===== src/vstf_pkg.sv =====
// register map and reset values of the stream framing register bank
// assumes a 32-bit classic wishbone slave port with byte addresses
package vstf_pkg;

    // =========================================================
    // register byte offsets
    localparam logic [11:0] VSTF_OFS_TU_SIZE = 12'h530;
    localparam logic [11:0] VSTF_OFS_INTERLACE = 12'h540;
    localparam logic [11:0] VSTF_OFS_MIN_BYTES = 12'h544;
    localparam logic [11:0] VSTF_OFS_FRAC_BYTES = 12'h548;
    localparam logic [11:0] VSTF_OFS_LINE_DELAY = 12'h54C;
    localparam logic [11:0] VSTF_OFS_HTOTAL = 12'h550;
    localparam logic [11:0] VSTF_OFS_VTOTAL = 12'h554;
    localparam logic [11:0] VSTF_OFS_POLARITY = 12'h558;
    localparam logic [11:0] VSTF_OFS_STATUS = 12'h5F0;

    // =========================================================
    // field widths and positions
    localparam int VSTF_TU_W = 7;
    localparam int VSTF_MIN_W = 8;
    localparam int VSTF_FRAC_W = 10;
    localparam int VSTF_WAIT_W = 7;
    localparam int VSTF_TOTAL_W = 16;
    localparam int VSTF_POL_W = 2;
    localparam int VSTF_POL_VSYNC_BIT = 1;
    localparam int VSTF_POL_HSYNC_BIT = 0;
    localparam int VSTF_INTERLACE_BIT = 0;
    localparam int VSTF_STAT_BUSY_BIT = 0;

    // =========================================================
    // reset values
    localparam logic [6:0] VSTF_RST_TU_SIZE = 7'h40;
    localparam logic [6:0] VSTF_RST_TU_MIN = 7'h20;
    localparam logic [6:0] VSTF_RST_WAIT = 7'h00;
    localparam logic [7:0] VSTF_RST_MIN = 8'h00;
    localparam logic [9:0] VSTF_RST_FRAC = 10'h000;
    localparam logic [15:0] VSTF_RST_TOTAL = 16'h0000;
    localparam logic [1:0] VSTF_RST_POL = 2'h0;

    // =========================================================
    // wait timer states
    typedef enum logic [0:0] {
        VSTF_IDLE = 1'b0,
        VSTF_COUNT = 1'b1
    } vstf_state_t;

endpackage


===== src/vstf_wait_if.sv =====
// carries the line start request and the wait count to the line timer
// assumes both ends run on the same clock
`timescale 1ns/100ps
`default_nettype none
interface vstf_wait_if;
    logic line_start;
    logic [6:0] wait_cycles;
    logic go;
    logic busy;

    modport ctrl (output line_start, output wait_cycles, input go,
        input busy);
    modport timer (input line_start, input wait_cycles, output go,
        output busy);
endinterface
`default_nettype wire


===== src/vstf_regs.sv =====
// stream framing configuration registers behind a classic wishbone slave
// assumes a 32-bit wishbone master on clk_sys and a framing engine that
// pulses line_start at the start of each video line
//
// Added by the designer: register access over Wishbone.
`timescale 1ns/100ps
`default_nettype none
module vstf_regs
    import vstf_pkg::*;
(
    input wire logic clk_sys,
    input wire logic rst_n,
    input wire logic wb_cyc_i,
    input wire logic wb_stb_i,
    input wire logic wb_we_i,
    input wire logic [11:0] wb_adr_i,
    input wire logic [3:0] wb_sel_i,
    input wire logic [31:0] wb_dat_i,
    output logic [31:0] wb_dat_o,
    output logic wb_ack_o,
    input wire logic line_start,
    output logic framing_go,
    output logic [6:0] tu_size,
    output logic stream_interlaced,
    output logic [7:0] unit_min_bytes,
    output logic [9:0] unit_fraction_bytes,
    output logic [6:0] line_start_delay,
    output logic [15:0] horizontal_total,
    output logic [15:0] vertical_total,
    output logic vsync_polarity,
    output logic hsync_polarity
);

    // =========================================================
    // bus decode
    wire bus_req = wb_cyc_i && wb_stb_i;
    logic ack_ff;
    wire wr_now = bus_req && wb_we_i && ack_ff;
    wire [31:0] byte_mask = {{8{wb_sel_i[3]}}, {8{wb_sel_i[2]}},
        {8{wb_sel_i[1]}}, {8{wb_sel_i[0]}}};
    wire hit_tu = (wb_adr_i == VSTF_OFS_TU_SIZE);
    wire hit_intl = (wb_adr_i == VSTF_OFS_INTERLACE);
    wire hit_min = (wb_adr_i == VSTF_OFS_MIN_BYTES);
    wire hit_frac = (wb_adr_i == VSTF_OFS_FRAC_BYTES);
    wire hit_wait = (wb_adr_i == VSTF_OFS_LINE_DELAY);
    wire hit_ht = (wb_adr_i == VSTF_OFS_HTOTAL);
    wire hit_vt = (wb_adr_i == VSTF_OFS_VTOTAL);
    wire hit_pol = (wb_adr_i == VSTF_OFS_POLARITY);
    wire hit_stat = (wb_adr_i == VSTF_OFS_STATUS);

    // =========================================================
    // registers
    logic [6:0] tu_ff;
    logic intl_ff;
    logic [7:0] min_ff;
    logic [9:0] frac_ff;
    logic [6:0] wait_ff;
    logic [15:0] ht_ff;
    logic [15:0] vt_ff;
    logic [1:0] pol_ff;
    logic [31:0] rdat_ff;

    // merged write words, only the sel lanes change
    wire [31:0] m_tu = ({25'h0, tu_ff} & ~byte_mask) | (wb_dat_i & byte_mask);
    wire [31:0] m_intl = ({31'h0, intl_ff} & ~byte_mask)
        | (wb_dat_i & byte_mask);
    wire [31:0] m_min = ({24'h0, min_ff} & ~byte_mask) | (wb_dat_i & byte_mask);
    wire [31:0] m_frac = ({22'h0, frac_ff} & ~byte_mask)
        | (wb_dat_i & byte_mask);
    wire [31:0] m_wait = ({25'h0, wait_ff} & ~byte_mask)
        | (wb_dat_i & byte_mask);
    wire [31:0] m_ht = ({16'h0, ht_ff} & ~byte_mask) | (wb_dat_i & byte_mask);
    wire [31:0] m_vt = ({16'h0, vt_ff} & ~byte_mask) | (wb_dat_i & byte_mask);
    wire [31:0] m_pol = ({30'h0, pol_ff} & ~byte_mask)
        | (wb_dat_i & byte_mask);

    // lsb of unit size is written as zero and resets to zero, so it stays even
    wire [6:0] nxt_tu = (wr_now && hit_tu) ? {m_tu[6:1], 1'b0} : tu_ff;
    wire nxt_intl = (wr_now && hit_intl) ? m_intl[VSTF_INTERLACE_BIT] : intl_ff;
    wire [7:0] nxt_min = (wr_now && hit_min) ? m_min[7:0] : min_ff;
    wire [9:0] nxt_frac = (wr_now && hit_frac) ? m_frac[9:0] : frac_ff;
    wire [6:0] nxt_wait = (wr_now && hit_wait) ? m_wait[6:0] : wait_ff;
    wire [15:0] nxt_ht = (wr_now && hit_ht) ? m_ht[15:0] : ht_ff;
    wire [15:0] nxt_vt = (wr_now && hit_vt) ? m_vt[15:0] : vt_ff;
    wire [1:0] nxt_pol = (wr_now && hit_pol) ? m_pol[1:0] : pol_ff;
    wire nxt_ack = bus_req && !ack_ff;

    // =========================================================
    // line timer
    vstf_wait_if wif ();
    logic go_ff;

    assign wif.line_start = line_start;
    assign wif.wait_cycles = wait_ff;

    vstf_line_wait u_line_wait (
        .clk_sys(clk_sys),
        .rst_n(rst_n),
        .wif(wif)
    );

    // =========================================================
    // read mux, unmapped and reserved bits read zero
    wire [31:0] nxt_rdat = hit_tu ? {25'h0, tu_ff} :
        hit_intl ? {31'h0, intl_ff} :
        hit_min ? {24'h0, min_ff} :
        hit_frac ? {22'h0, frac_ff} :
        hit_wait ? {25'h0, wait_ff} :
        hit_ht ? {16'h0, ht_ff} :
        hit_vt ? {16'h0, vt_ff} :
        hit_pol ? {30'h0, pol_ff} :
        hit_stat ? {31'h0, wif.busy} : 32'h0000_0000;

    always_ff @(posedge clk_sys or negedge rst_n)
    begin
        if (!rst_n)
        begin
            ack_ff <= 1'b0;
            rdat_ff <= 32'h0000_0000;
            go_ff <= 1'b0;
        end
        else
        begin
            ack_ff <= nxt_ack;
            rdat_ff <= nxt_ack ? nxt_rdat : 32'h0000_0000;
            go_ff <= wif.go;
        end
    end

    always_ff @(posedge clk_sys or negedge rst_n)
    begin
        if (!rst_n)
        begin
            tu_ff <= VSTF_RST_TU_SIZE;
            intl_ff <= 1'b0;
            min_ff <= VSTF_RST_MIN;
            frac_ff <= VSTF_RST_FRAC;
            wait_ff <= VSTF_RST_WAIT;
            ht_ff <= VSTF_RST_TOTAL;
            vt_ff <= VSTF_RST_TOTAL;
            pol_ff <= VSTF_RST_POL;
        end
        else
        begin
            tu_ff <= nxt_tu;
            intl_ff <= nxt_intl;
            min_ff <= nxt_min;
            frac_ff <= nxt_frac;
            wait_ff <= nxt_wait;
            ht_ff <= nxt_ht;
            vt_ff <= nxt_vt;
            pol_ff <= nxt_pol;
        end
    end

    // =========================================================
    // outputs, all straight from flip-flops
    assign wb_ack_o = ack_ff;
    assign wb_dat_o = rdat_ff;
    assign framing_go = go_ff;
    assign tu_size = tu_ff;
    assign stream_interlaced = intl_ff;
    assign unit_min_bytes = min_ff;
    assign unit_fraction_bytes = frac_ff;
    assign line_start_delay = wait_ff;
    assign horizontal_total = ht_ff;
    assign vertical_total = vt_ff;
    assign vsync_polarity = pol_ff[VSTF_POL_VSYNC_BIT];
    assign hsync_polarity = pol_ff[VSTF_POL_HSYNC_BIT];

    // =========================================================
    // checks
    ack_one_cycle_a: assert property (@(posedge clk_sys) disable iff (!rst_n)
        bus_req && !wb_ack_o |=> wb_ack_o ##1 !wb_ack_o)
        else $error("bus ack not a single cycle after request");
    ht_write_a: assert property (@(posedge clk_sys) disable iff (!rst_n)
        wr_now && hit_ht && wb_sel_i == 4'hF
        |=> horizontal_total == $past(wb_dat_i[15:0]))
        else $error("horizontal total not taken from write");
    vt_write_a: assert property (@(posedge clk_sys) disable iff (!rst_n)
        wr_now && hit_vt && wb_sel_i == 4'hF
        |=> vertical_total == $past(wb_dat_i[15:0]))
        else $error("vertical total not taken from write");
    pol_bits_a: assert property (@(posedge clk_sys) disable iff (!rst_n)
        wr_now && hit_pol && wb_sel_i[0]
        |=> vsync_polarity == $past(wb_dat_i[1])
        && hsync_polarity == $past(wb_dat_i[0]))
        else $error("sync polarity bits swapped or lost");
    intl_flag_a: assert property (@(posedge clk_sys) disable iff (!rst_n)
        wr_now && hit_intl && wb_sel_i[0]
        |=> stream_interlaced == $past(wb_dat_i[0]))
        else $error("interlace flag not updated by write");
    tu_even_a: assert property (@(posedge clk_sys) disable iff (!rst_n)
        tu_size[0] == 1'b0)
        else $error("transfer unit size became odd");
    readback_ht_a: assert property (@(posedge clk_sys) disable iff (!rst_n)
        bus_req && !wb_we_i && hit_ht && !wb_ack_o
        |=> wb_dat_o == {16'h0, horizontal_total})
        else $error("read back differs from stored value");
    rd_idle_zero_a: assert property (@(posedge clk_sys) disable iff (!rst_n)
        !wb_ack_o |-> wb_dat_o == 32'h0000_0000)
        else $error("read data not zero outside ack");

endmodule
`default_nettype wire


===== src/vstf_line_wait.sv =====
// line start timer: holds off framing for a programmed number of cycles
// assumes line_start is a one-cycle pulse from the same clock domain
`timescale 1ns/100ps
`default_nettype none
module vstf_line_wait
    import vstf_pkg::*;
(
    input wire logic clk_sys,
    input wire logic rst_n,
    vstf_wait_if.timer wif
);

    // =========================================================
    // state
    vstf_state_t state_ff;
    vstf_state_t nxt_state;
    logic [6:0] cnt_ff;
    logic [6:0] nxt_cnt;
    logic go_ff;
    logic nxt_go;

    wire cnt_done = (cnt_ff == 7'h00);

    // a fresh line start restarts the wait, even mid-count
    assign nxt_state = wif.line_start ? VSTF_COUNT :
        ((state_ff == VSTF_COUNT) && cnt_done) ? VSTF_IDLE : state_ff;
    assign nxt_cnt = wif.line_start ? wif.wait_cycles :
        ((state_ff == VSTF_COUNT) && !cnt_done) ? cnt_ff - 7'h01 : cnt_ff;
    assign nxt_go = !wif.line_start && (state_ff == VSTF_COUNT) && cnt_done;

    always_ff @(posedge clk_sys or negedge rst_n)
    begin
        if (!rst_n)
        begin
            state_ff <= VSTF_IDLE;
            cnt_ff <= VSTF_RST_WAIT;
            go_ff <= 1'b0;
        end
        else
        begin
            state_ff <= nxt_state;
            cnt_ff <= nxt_cnt;
            go_ff <= nxt_go;
        end
    end

    assign wif.go = go_ff;
    assign wif.busy = (state_ff == VSTF_COUNT);

    // =========================================================
    // checks
    // go follows n+1 counting edges, so a wait of five shows go on the 7th
    wait_five_go_a: assert property (@(posedge clk_sys) disable iff (!rst_n)
        wif.line_start && wif.wait_cycles == 7'h05 ##1 (!wif.line_start)[*6]
        |=> wif.go)
        else $error("framing go not given after wait of five");
    wait_no_early_a: assert property (@(posedge clk_sys) disable iff (!rst_n)
        wif.line_start && wif.wait_cycles == 7'h05 |=> (!wif.go)[*6])
        else $error("framing go given before wait ended");

endmodule
`default_nettype wire


===== config.mk =====
export PLATFORM = sky130hd
export DESIGN_NAME = vstf_regs
export DESIGN_NICKNAME = d
export VERILOG_FILES = /design/src/vstf_pkg.sv /design/src/vstf_wait_if.sv /design/src/vstf_regs.sv /design/src/vstf_line_wait.sv
export SDC_FILE = /design/constraint.sdc
export NUM_CORES = 1
export LEC_CHECK = 0
export BUFFER_PORTS_ARGS = -buffer_cell sky130_fd_sc_hd__buf_2
export CAP_MARGIN = 20
export CORE_MARGIN = 1.5
export CORE_UTILIZATION = 45
export CTS_CLUSTER_SIZE = 8
export DETAILED_ROUTE_END_ITERATION = 12
export PLACE_DENSITY = 0.73
export SKIP_CTS_REPAIR_TIMING = 1
export SKIP_LAST_GASP = 1
export SYNTH_ARGS = -nofsm -noshare
export SYNTH_HDL_FRONTEND = slang
export SYNTH_SLANG_ARGS = --single-unit
export TNS_END_PERCENT = 10

===== constraint.sdc =====
create_clock -name clk_sys -period 3.6 [get_ports clk_sys]
set_clock_uncertainty 0.05 [all_clocks]
set_input_delay 0.9 -clock clk_sys [delete_from_list [all_inputs] [get_ports clk_sys]]
set_output_delay 0.9 -clock clk_sys [all_outputs]
set_load 0.01 [all_outputs]

==> results.toml, run 1 <==
[outcome]
status = "finished, final reports clean"

[setup_path]
cp.arrival_ps = 3030
path_buf_inv = 1
required_ps = 3800
slowest_stage = "or4b_2"
start_kind = "input port"
cp_cell_sequence = "buf_2 > or4b_2 > or3_4 > nor2_8 > mux2_2"
end_kind = "flip-flop"
r2r_slack_ps = 1380
max_stage_delay_ps = 880
cp_top_family = "simple AND/OR/NAND/NOR gates"
rr_startpoint = "wb_ack_o"
critPathKind = "in -> reg"
crit_start = "wb_adr_i[5]"
path_max_fanout = 14

[synthesis]
synth.distinct_cells = 48
synth_area_per_cell_um2 = 12.2
ys_warn_count = 0
ys_seq_area_share_pct = 52.4
syn_inst = 363
synth_edf_count = 0
synthFlopType = "dfrtp_1"
synth-seq-cells = 93
syn_area_mm2 = 0.00444
synthArstFlopShare_pct = 100

[sta]
max_slew_margin_pct = 48.2
hold_viol = 0
setup_viol = 0
fmax_ghz = 0.353
finalSetupTns_ps = 0
worst_slew_pin_slew_ps = 777
rsz0062_at_grt = "false"
final_max_slew_viol_count = 0
fin_crit_sh_pct = 78.7
min_period_ps = 2830
fin_ws_ps = 765

[cells_and_area]
layout.nets = 539
final_util_pct = 55.3
area_delta_synth_final_pct = 20.4
layout-drive-gt1-share_pct = 44.8
antenna_cells = 0
nFillCells = 828
mostFrequentLayoutCells = "buf_2 (118), dfrtp_1 (92), mux2_2 (66), nor2_1 (26)"
mostFrequentLayoutCell = "buf_2"

[run]
max_cap_viol_count = 0

[clocking]
cts_tree = "done"
clock-root-buffer = "clkbuf_8"
numCtsBuffers = 9
clk_pin_slew_ps = 90
clk-insertion-delay-late_ps = 360
cts_buffer_depth = 2
clock-sinks = 93
h-tree-depth = 3

[worst_hold_path]
hp-start = "u_line_wait.wif.go"
min_path_type = "reg -> reg"

[place]
port_buffers = 119
gp_congestion = 0.844
dp_slack_ps = 407
dp_hpwl_mm = 8.06

[grt]
grt.total_usage_pct = 22.1
grt_pass1_wl_mm = 17.3
grt-ovfl-total = 0
grt_pass1_vias = 3317
antenna_found_initial = 0
grt_max_degree = 62

[route]
drtIter0Drc = 169
viasPerCell = 5.34
vias = 3311
postRouteAntennaNets = 0
drt_wl_total_mm = 11.0
drc = 0
wl_per_cell_um = 17.8
first_pass_iters = 4

[power_and_ir_drop]
p_seq_share_pct = 48.9
peakVddDrop_mv = 0.184
clkPwrFrac_pct = 35.8
leakagePower_nw = 2.90
intPower_mw = 1.70
combPwrFrac_pct = 15.3
power_density_mw_per_mm2 = 435
switchingPower_mw = 0.629
p_sw_share_pct = 27.0

[floorplan]
pin_count = 155
dieArea_mm2 = 0.0105
rows = 36
die_h_um = 102
start_util_pct = 45.9
core_area_mm2 = 0.00968
die_w_um = 102
synth_stat cells, types with 2 or more instances:
master / count / share of area [%]
nand2_1: 17 / 1.4
nand4bb_1: 3 / 0.76
dfrtp_1: 92 / 52
or3_4: 2 / 0.51
xnor2_1: 2 / 0.39
a21oi_1: 17 / 1.9
a211o_1: 5 / 0.99
or3_1: 4 / 0.56
and3b_1: 2 / 0.39
o211ai_1: 5 / 0.84
nor4_1: 4 / 0.56
mux2_1: 4 / 1.0
a31oi_1: 2 / 0.28
clkbuf_1: 9 / 0.76
o21ai_0: 7 / 0.79
a211oi_1: 3 / 0.51
nor3_4: 4 / 1.5
inv_1: 8 / 0.68
ha_1: 2 / 0.56
nor3_1: 9 / 1.0
nor2_1: 26 / 2.2
nand2b_1: 6 / 0.84
buf_2: 2 / 0.23
a22oi_1: 7 / 1.2
mux2_2: 66 / 17
or2_2: 2 / 0.28
buf_4: 18 / 3.0
xor2_1: 2 / 0.39
nor2_8: 3 / 1.4
mux2i_1: 12 / 2.7
final cells by class:
class | instances | area [µm²] | area share [%]
Multi-Input combinational cell | 248 | 1960 | 36.7
Clock buffer | 10 | 128 | 2.38
Timing Repair Buffer | 123 | 628 | 11.7
Inverter | 8 | 30.0 | 0.561
Tap cell | 133 | 166 | 3.11
Clock inverter | 5 | 109 | 2.03
Sequential cell | 93 | 2330 | 43.5
through the flow:
step           area (µm²)  hold slack [ps]  cells  total power, mW
2_1_floorplan        4500              281    379             1.41
3_3_place_gp         5120              291    605             1.50
3_5_place_dp         5120              292    605             1.52
4_1_cts              5350              312    620             2.35
5_1_grt              5350              315    620             2.44
6_report             5350              307    620             2.33
layer usage:
layer | track usage [%] | up-vias | routed length (µm)
met4 | 10.5 | 0 | 272
met5 | 0 | - | 0
met1 | 28.5 | 1652 | 4720
met2 | 35.3 | 140 | 5330
li1 | - | 1497 | -
met3 | 4.99 | 22 | 699
worst register-to-register path, cell delays in order (launching register included):
cell,delay [ps]
dfrtp_1,400
and4_1,210
nand2_1,320
or3_4,530
nor2_8,220
mux2_2,370
kinds of logic after synthesis:
group                    synth area share, %
multiplexers                            20.4
buffers and inverters                   4.79
flip-flops                              52.4
other                                 0.0844
AND/OR/NAND/NOR                         13.4
AO/OA/AOI/OAI                           7.57
adder cells (fa/ha/maj)                0.563
XOR/XNOR                               0.788
final timing paths:
check | to | cells after the start
max | flip-flop | 5
min | framing_go | 0
max in group asynchronous | async pin | 2
max reg2reg | flip-flop | 5
min in group asynchronous | u_line_wait.wif.busy | 1
min reg2reg | framing_go | 0
power by group through the flow:
stage	combinational, mW	sequential [mW]	clock (mW)
final	0.356	1.14	0.834
after global routing	0.405	1.15	0.887
after CTS	0.360	1.14	0.854
after detailed placement	0.357	1.16	0
after global placement	0.342	1.15	0
after floorplan	0.260	1.15	0
No activity file was read; power rests on OpenSTA's default activity.
==> inputs of run 2 (changes only) <==
ABC_AREA = 1   (was not set)
PLACE_DENSITY = 0.76   (was 0.73)
clock period = 2.3 ns   (was 3.6 ns; I/O delays follow)
==> run 2 against run 1 <==
Compared with the run above:
- count of clock-buffer cells in the layout is 1 lower
- global-route usage is 0.26 points higher
- register-to-register slack worse by 920 ps
- critical path depth is 1 lower
- total power is 38% higher
- sequential cell count stayed put
- critical path type is now reg -> reg
- highest routed layer unchanged
==> results.toml, run 2 <==
[outcome]
status = "finished, final reports clean"

[synthesis]
synth_compound_gate_area_share_pct = 11.5
muxShareOfSynthArea_pct = 0.218
synth_top_cell_by_area = "dfrtp_1"
synth_area_per_cell_um2 = 8.18
synth_area_leaders = "dfrtp_1 (50%), nand2_1 (12%), inv_1 (5.5%)"
ys_warn_count = 0
synth_top_area_share_pct = 50.1
synth-adder-area-share_pct = 0.545
synth_edf_count = 0
syn_inst = 561
synthMostInstantiatedCell = "nand2_1"
synthSimpleGateAreaFrac_pct = 25.8
ys_seq_area_share_pct = 50.7
synth.distinct_cells = 34
synth_xor_area_share_pct = 0.382
syn_area_mm2 = 0.00459
synth-seq-cells = 93
synth_top_family_by_area = "simple AND/OR/NAND/NOR gates"
ys_top_cells_by_count = "nand2_1 (148), dfrtp_1 (92), inv_1 (67)"
synthArstFlopShare_pct = 100
synthFlopType = "dfrtp_1"

[sta]
max_slew_margin_pct = 62.2
final_max_slew_viol_count = 0
worst_slew_pin_slew_ps = 565
finalSetupTns_ps = 0
fmax_ghz = 0.544
min_period_ps = 1840
fin_crit_sh_pct = 79.9
hold_viol = 0
setup_viol = 0
rsz0062_at_grt = "false"

[grt]
met3_usage_pct = 4.64
grt_pass1_vias = 3975
antenna_found_initial = 0
use_met2_pct = 36.9
grt_max_degree = 42
busiest_layer = "met2"
grt_pass1_wl_mm = 19.2
grt-ovfl-total = 0
met1_usage_pct = 28.4
grt.total_usage_pct = 22.3

[floorplan]
start_util_pct = 46.8
pin_count = 155
dieArea_mm2 = 0.0108
core_area_mm2 = 0.00982
rows = 36
die_h_um = 104
die_w_um = 104

[cells_and_area]
final_cell_area_mm2 = 0.00544
nFillCells = 939
multi_input_area_mm2 = 0.00183
layout-drive-gt1-share_pct = 25.5
mostFrequentLayoutCell = "nand2_1"
antenna_cells = 0
mostFrequentLayoutCells = "nand2_1 (148), buf_2 (118), dfrtp_1 (92), inv_1 (67), nor2_1 (52)"
layout.nets = 738
area_delta_synth_final_pct = 18.5
register_area_mm2 = 0.00233

[clocking]
h-tree-depth = 3
numCtsBuffers = 9
clk_pin_slew_ps = 110
clock-sinks = 93
cts_tree = "done"
clk-insertion-delay-late_ps = 370
clock-root-buffer = "clkbuf_8"
cts_buffer_depth = 2

[setup_path]
slowest_stage = "nand2_1"
start_kind = "flip-flop"
ff2ff_path_depth = 4
cp.arrival_ps = 2060
rr_startpoint = "wb_ack_o"
end_kind = "flip-flop"
critPathKind = "reg -> reg"
required_ps = 2520
cp_cell_sequence = "nand4_1 > nor2_1 > nand2_1 > o21ai_0"
path_max_fanout = 16
r2r_slack_ps = 460
max_stage_delay_ps = 410

[route]
first_pass_iters = 5
drt_wl_total_mm = 11.6
drc = 0
vias = 4057
postRouteAntennaNets = 0
drtIter0Drc = 166
wl_per_cell_um = 14.1
viasPerCell = 4.95

[place]
gp_congestion = 0.834
dp_hpwl_mm = 8.86
port_buffers = 119
placed_area_mm2 = 0.00526

[power_and_ir_drop]
peakVddDrop_mv = 0.483
leakagePower_nw = 3.12
power_density_mw_per_mm2 = 588

[run]
max_cap_viol_count = 0

[worst_hold_path]
min_path_type = "in -> async"
==> run 2: cells by family (layout without fill, tap and decap cells) <==
| group | after synthesis | after routing |
|---|---|---|
| other | 1 | 17 |
| buffers and inverters | 104 | 214 |
| DFF | 93 | 93 |
| AOI/OAI and AO/OA | 98 | 98 |
| xor gates and xnor gates | 2 | 2 |
| muxes | 1 | 1 |
| adders and majority gates | 2 | 2 |
| and+or+nand+nor | 260 | 260 |
==> run 2: worst max-delay path, delay by kind of cell, from the launching register on <==
family | cells | cell delay (ps)
and+or+nand+nor | 3 | 1000
DFF | 1 | 400
AOI/OAI and AO/OA | 1 | 300
==> run 2: per-stage QoR <==
step	power (mW)	utilization [%]	hold WS [ps]	std cells	setup slack (ps)
final	3.20	55.4	138	820	462
after global routing	3.35	55.4	156	820	259
after CTS	3.21	55.4	149	820	476
after detailed placement	2.21	53.6	290	804	188
after global placement	2.19	53.6	284	804	226
after floorplan	2.08	-	229	577	550
==> run 2: worst max path at each step <==
stage / startpoint / to / slack [ps] / cells after the start
2_1_floorplan: wb_adr_i[10] / flip-flop / 550 / 8
3_3_place_gp: wb_adr_i[11] / wb_dat_o[3] / 230 / 12
3_5_place_dp: wb_adr_i[10] / wb_dat_o[10] / 190 / 10
4_1_cts: wb_ack_o / flip-flop / 480 / 4
5_1_grt: wb_ack_o / flip-flop / 260 / 4
6_report: wb_ack_o / flip-flop / 460 / 4
==> run 2: layout make-up <==
cell class	instances	share of cell area, %
multi-input combinational	380	33.6
inverter	73	5.04
tap	133	3.06
clock inverter	7	0.989
sequential	93	42.8
timing repair buffer	125	12.3
clock buffer	9	2.28
==> run 2: layer usage <==
metal / wire [µm] / share of wire (%)
met1: 5140 / 44
met2: 5610 / 48
met3: 552 / 4.8
met4: 304 / 2.6
met5: 0 / 0
==> run 2: report_power, final <==
part | switching (mW) | total (mW) | internal (mW)
sequential | 0.0547 | 1.75 | 1.70
combinational | 0.278 | 0.428 | 0.150
clock | 0.612 | 1.02 | 0.409
total | 0.945 | 3.20 | 2.26
==> inputs of run 3 (changes only) <==
PLACE_DENSITY = 0.73   (was 0.76)
clock period = 1.8 ns   (was 2.3 ns; I/O delays follow)
==> run 3 against run 2 <==
Compared with the run above:
- non-clock buffer count rose by 27
- maximum frequency rose by 15%
- critical path depth rose by 2
- largest power group unchanged
- worst setup slack got worse by 260 ps
- count of clock-buffer cells in the layout did not move
- worst hold slack improved by 130 ps
- final area rose by 5.6%
- die area did not move
- global-route usage rose by 0.54 points
- combinational power rose by 36%
- sequential cell count did not move
==> results.toml, run 3 (synthesis results as in run 2) <==
[run]
max_cap_viol_count = 0

[route]
viasPerCell = 4.85
wl_per_cell_um = 13.8
postRouteAntennaNets = 0
first_pass_iters = 5
vias = 4112
drc = 0
drtIter0Drc = 268
drt_wl_total_mm = 11.7

[clocking]
cts_buffer_depth = 2
numCtsBuffers = 9
clk-insertion-delay-late_ps = 360
cts_tree = "done"
clock-root-buffer = "clkbuf_8"
h-tree-depth = 3
clock-sinks = 93
clk_pin_slew_ps = 90

[sta]
rsz0062_at_grt = "false"
final_max_slew_viol_count = 0
setup_viol = 0
finalSetupTns_ps = 0
fin_crit_sh_pct = 88.7
fmax_ghz = 0.627
hold_viol = 0
min_period_ps = 1600

[setup_path]
path_depth = 6
required_ps = 2010
cp_top_family = "simple AND/OR/NAND/NOR gates"
crit_start = "wb_ack_o"
path_buf_inv = 2
r2r_slack_ps = 200
rr_startpoint = "wb_ack_o"
path_max_fanout = 14
cp_cell_sequence = "nand4_1 > nor2_8 > buf_4 > nand2_4 > a21oi_1 > inv_1"
end_kind = "flip-flop"
max_stage_delay_ps = 380
start_kind = "flip-flop"
slowest_stage = "dfrtp_1"
critPathKind = "reg -> reg"
ff2ff_path_depth = 6
cp.arrival_ps = 1800

[cells_and_area]
antenna_cells = 0
final_cell_area_mm2 = 0.00575
nFillCells = 926
layout-drive-gt1-share_pct = 28.3
area_delta_synth_final_pct = 25.2
mostFrequentLayoutCells = "nand2_1 (148), buf_2 (118), dfrtp_1 (92), inv_1 (67), nor2_1 (51)"
mostFrequentLayoutCell = "nand2_1"
final_cells = 847
layout.nets = 765

[place]
placed_area_mm2 = 0.00548
dp.cells = 830
gp_congestion = 0.861
dp_hpwl_mm = 9.02
port_buffers = 119

[grt]
grt_max_degree = 34
antenna_found_initial = 0
grt.total_usage_pct = 22.9
grt_pass1_wl_mm = 19.7
grt-ovfl-total = 0
grt_pass1_vias = 4067

[floorplan]
core_area_mm2 = 0.00982
die_w_um = 104
rows = 36
pin_count = 155
die_h_um = 104
start_util_pct = 46.8
dieArea_mm2 = 0.0108

[power_and_ir_drop]
peakVddDrop_mv = 0.579
power_density_mw_per_mm2 = 783
leakagePower_nw = 3.29

[worst_hold_path]
min_path_type = "in -> reg"

[outcome]
status = "finished, final reports clean"
-- run 3: per-layer routing --
metal / routed length, µm / GRT usage [%] / vias up
met1: 5040 / 28.9 / 1929
met2: 5720 / 38.2 / 139
li1: - / - / 2026
met4: 261 / 9.03 / 0
met3: 663 / 4.95 / 18
met5: 0 / 0 / -
-- run 3: worst min path at each step --
stage                  startpoint         end  slack (ps)  depth (start not counted)
3_3_place_gp   u_line_wait.wif.go  framing_go         280                          0
5_1_grt              wb_dat_i[14]   flip-flop         260                          3
6_report              wb_dat_i[0]   flip-flop         270                          3
4_1_cts                     rst_n   async pin         -10                          1
3_5_place_dp   u_line_wait.wif.go  framing_go         290                          0
2_1_floorplan               rst_n   async pin         100                          0
-- run 3: worst register-to-register path, cell delays in order (launching register included) --
cell     delay (ps)
dfrtp_1         380
nand4_1         260
nor2_8          270
buf_4           160
nand2_4         110
a21oi_1         200
inv_1            60
-- run 3: final cells by class --
class | instances | area, µm² | area share [%]
Multi-Input combinational cell | 380 | 1830 | 31.9
Clock buffer | 9 | 124 | 2.16
Sequential cell | 93 | 2330 | 40.5
Inverter | 73 | 274 | 4.77
Tap cell | 133 | 166 | 2.90
Timing Repair Buffer | 152 | 898 | 15.6
Clock inverter | 7 | 121 | 2.11
-- run 3: report_power, final --
part           internal [mW]  switching, mW  total [mW]
clock network          0.930          0.753        1.68
logic                  0.214          0.369       0.584
registers               2.17         0.0632        2.23
-- run 3: per-stage QoR --
step / hold WS (ps) / worst slack [ps] / total power, mW / utilization, %
floorplan: 104 / 175 / 2.66 / -
global placement: 283 / -67.0 / 2.81 / 55.8
detailed placement: 286 / -134 / 2.84 / 55.8
CTS: -11.5 / 93.2 / 4.51 / 58.3
global route: 264 / 63.2 / 4.71 / 58.5
finish: 268 / 204 / 4.50 / 58.5
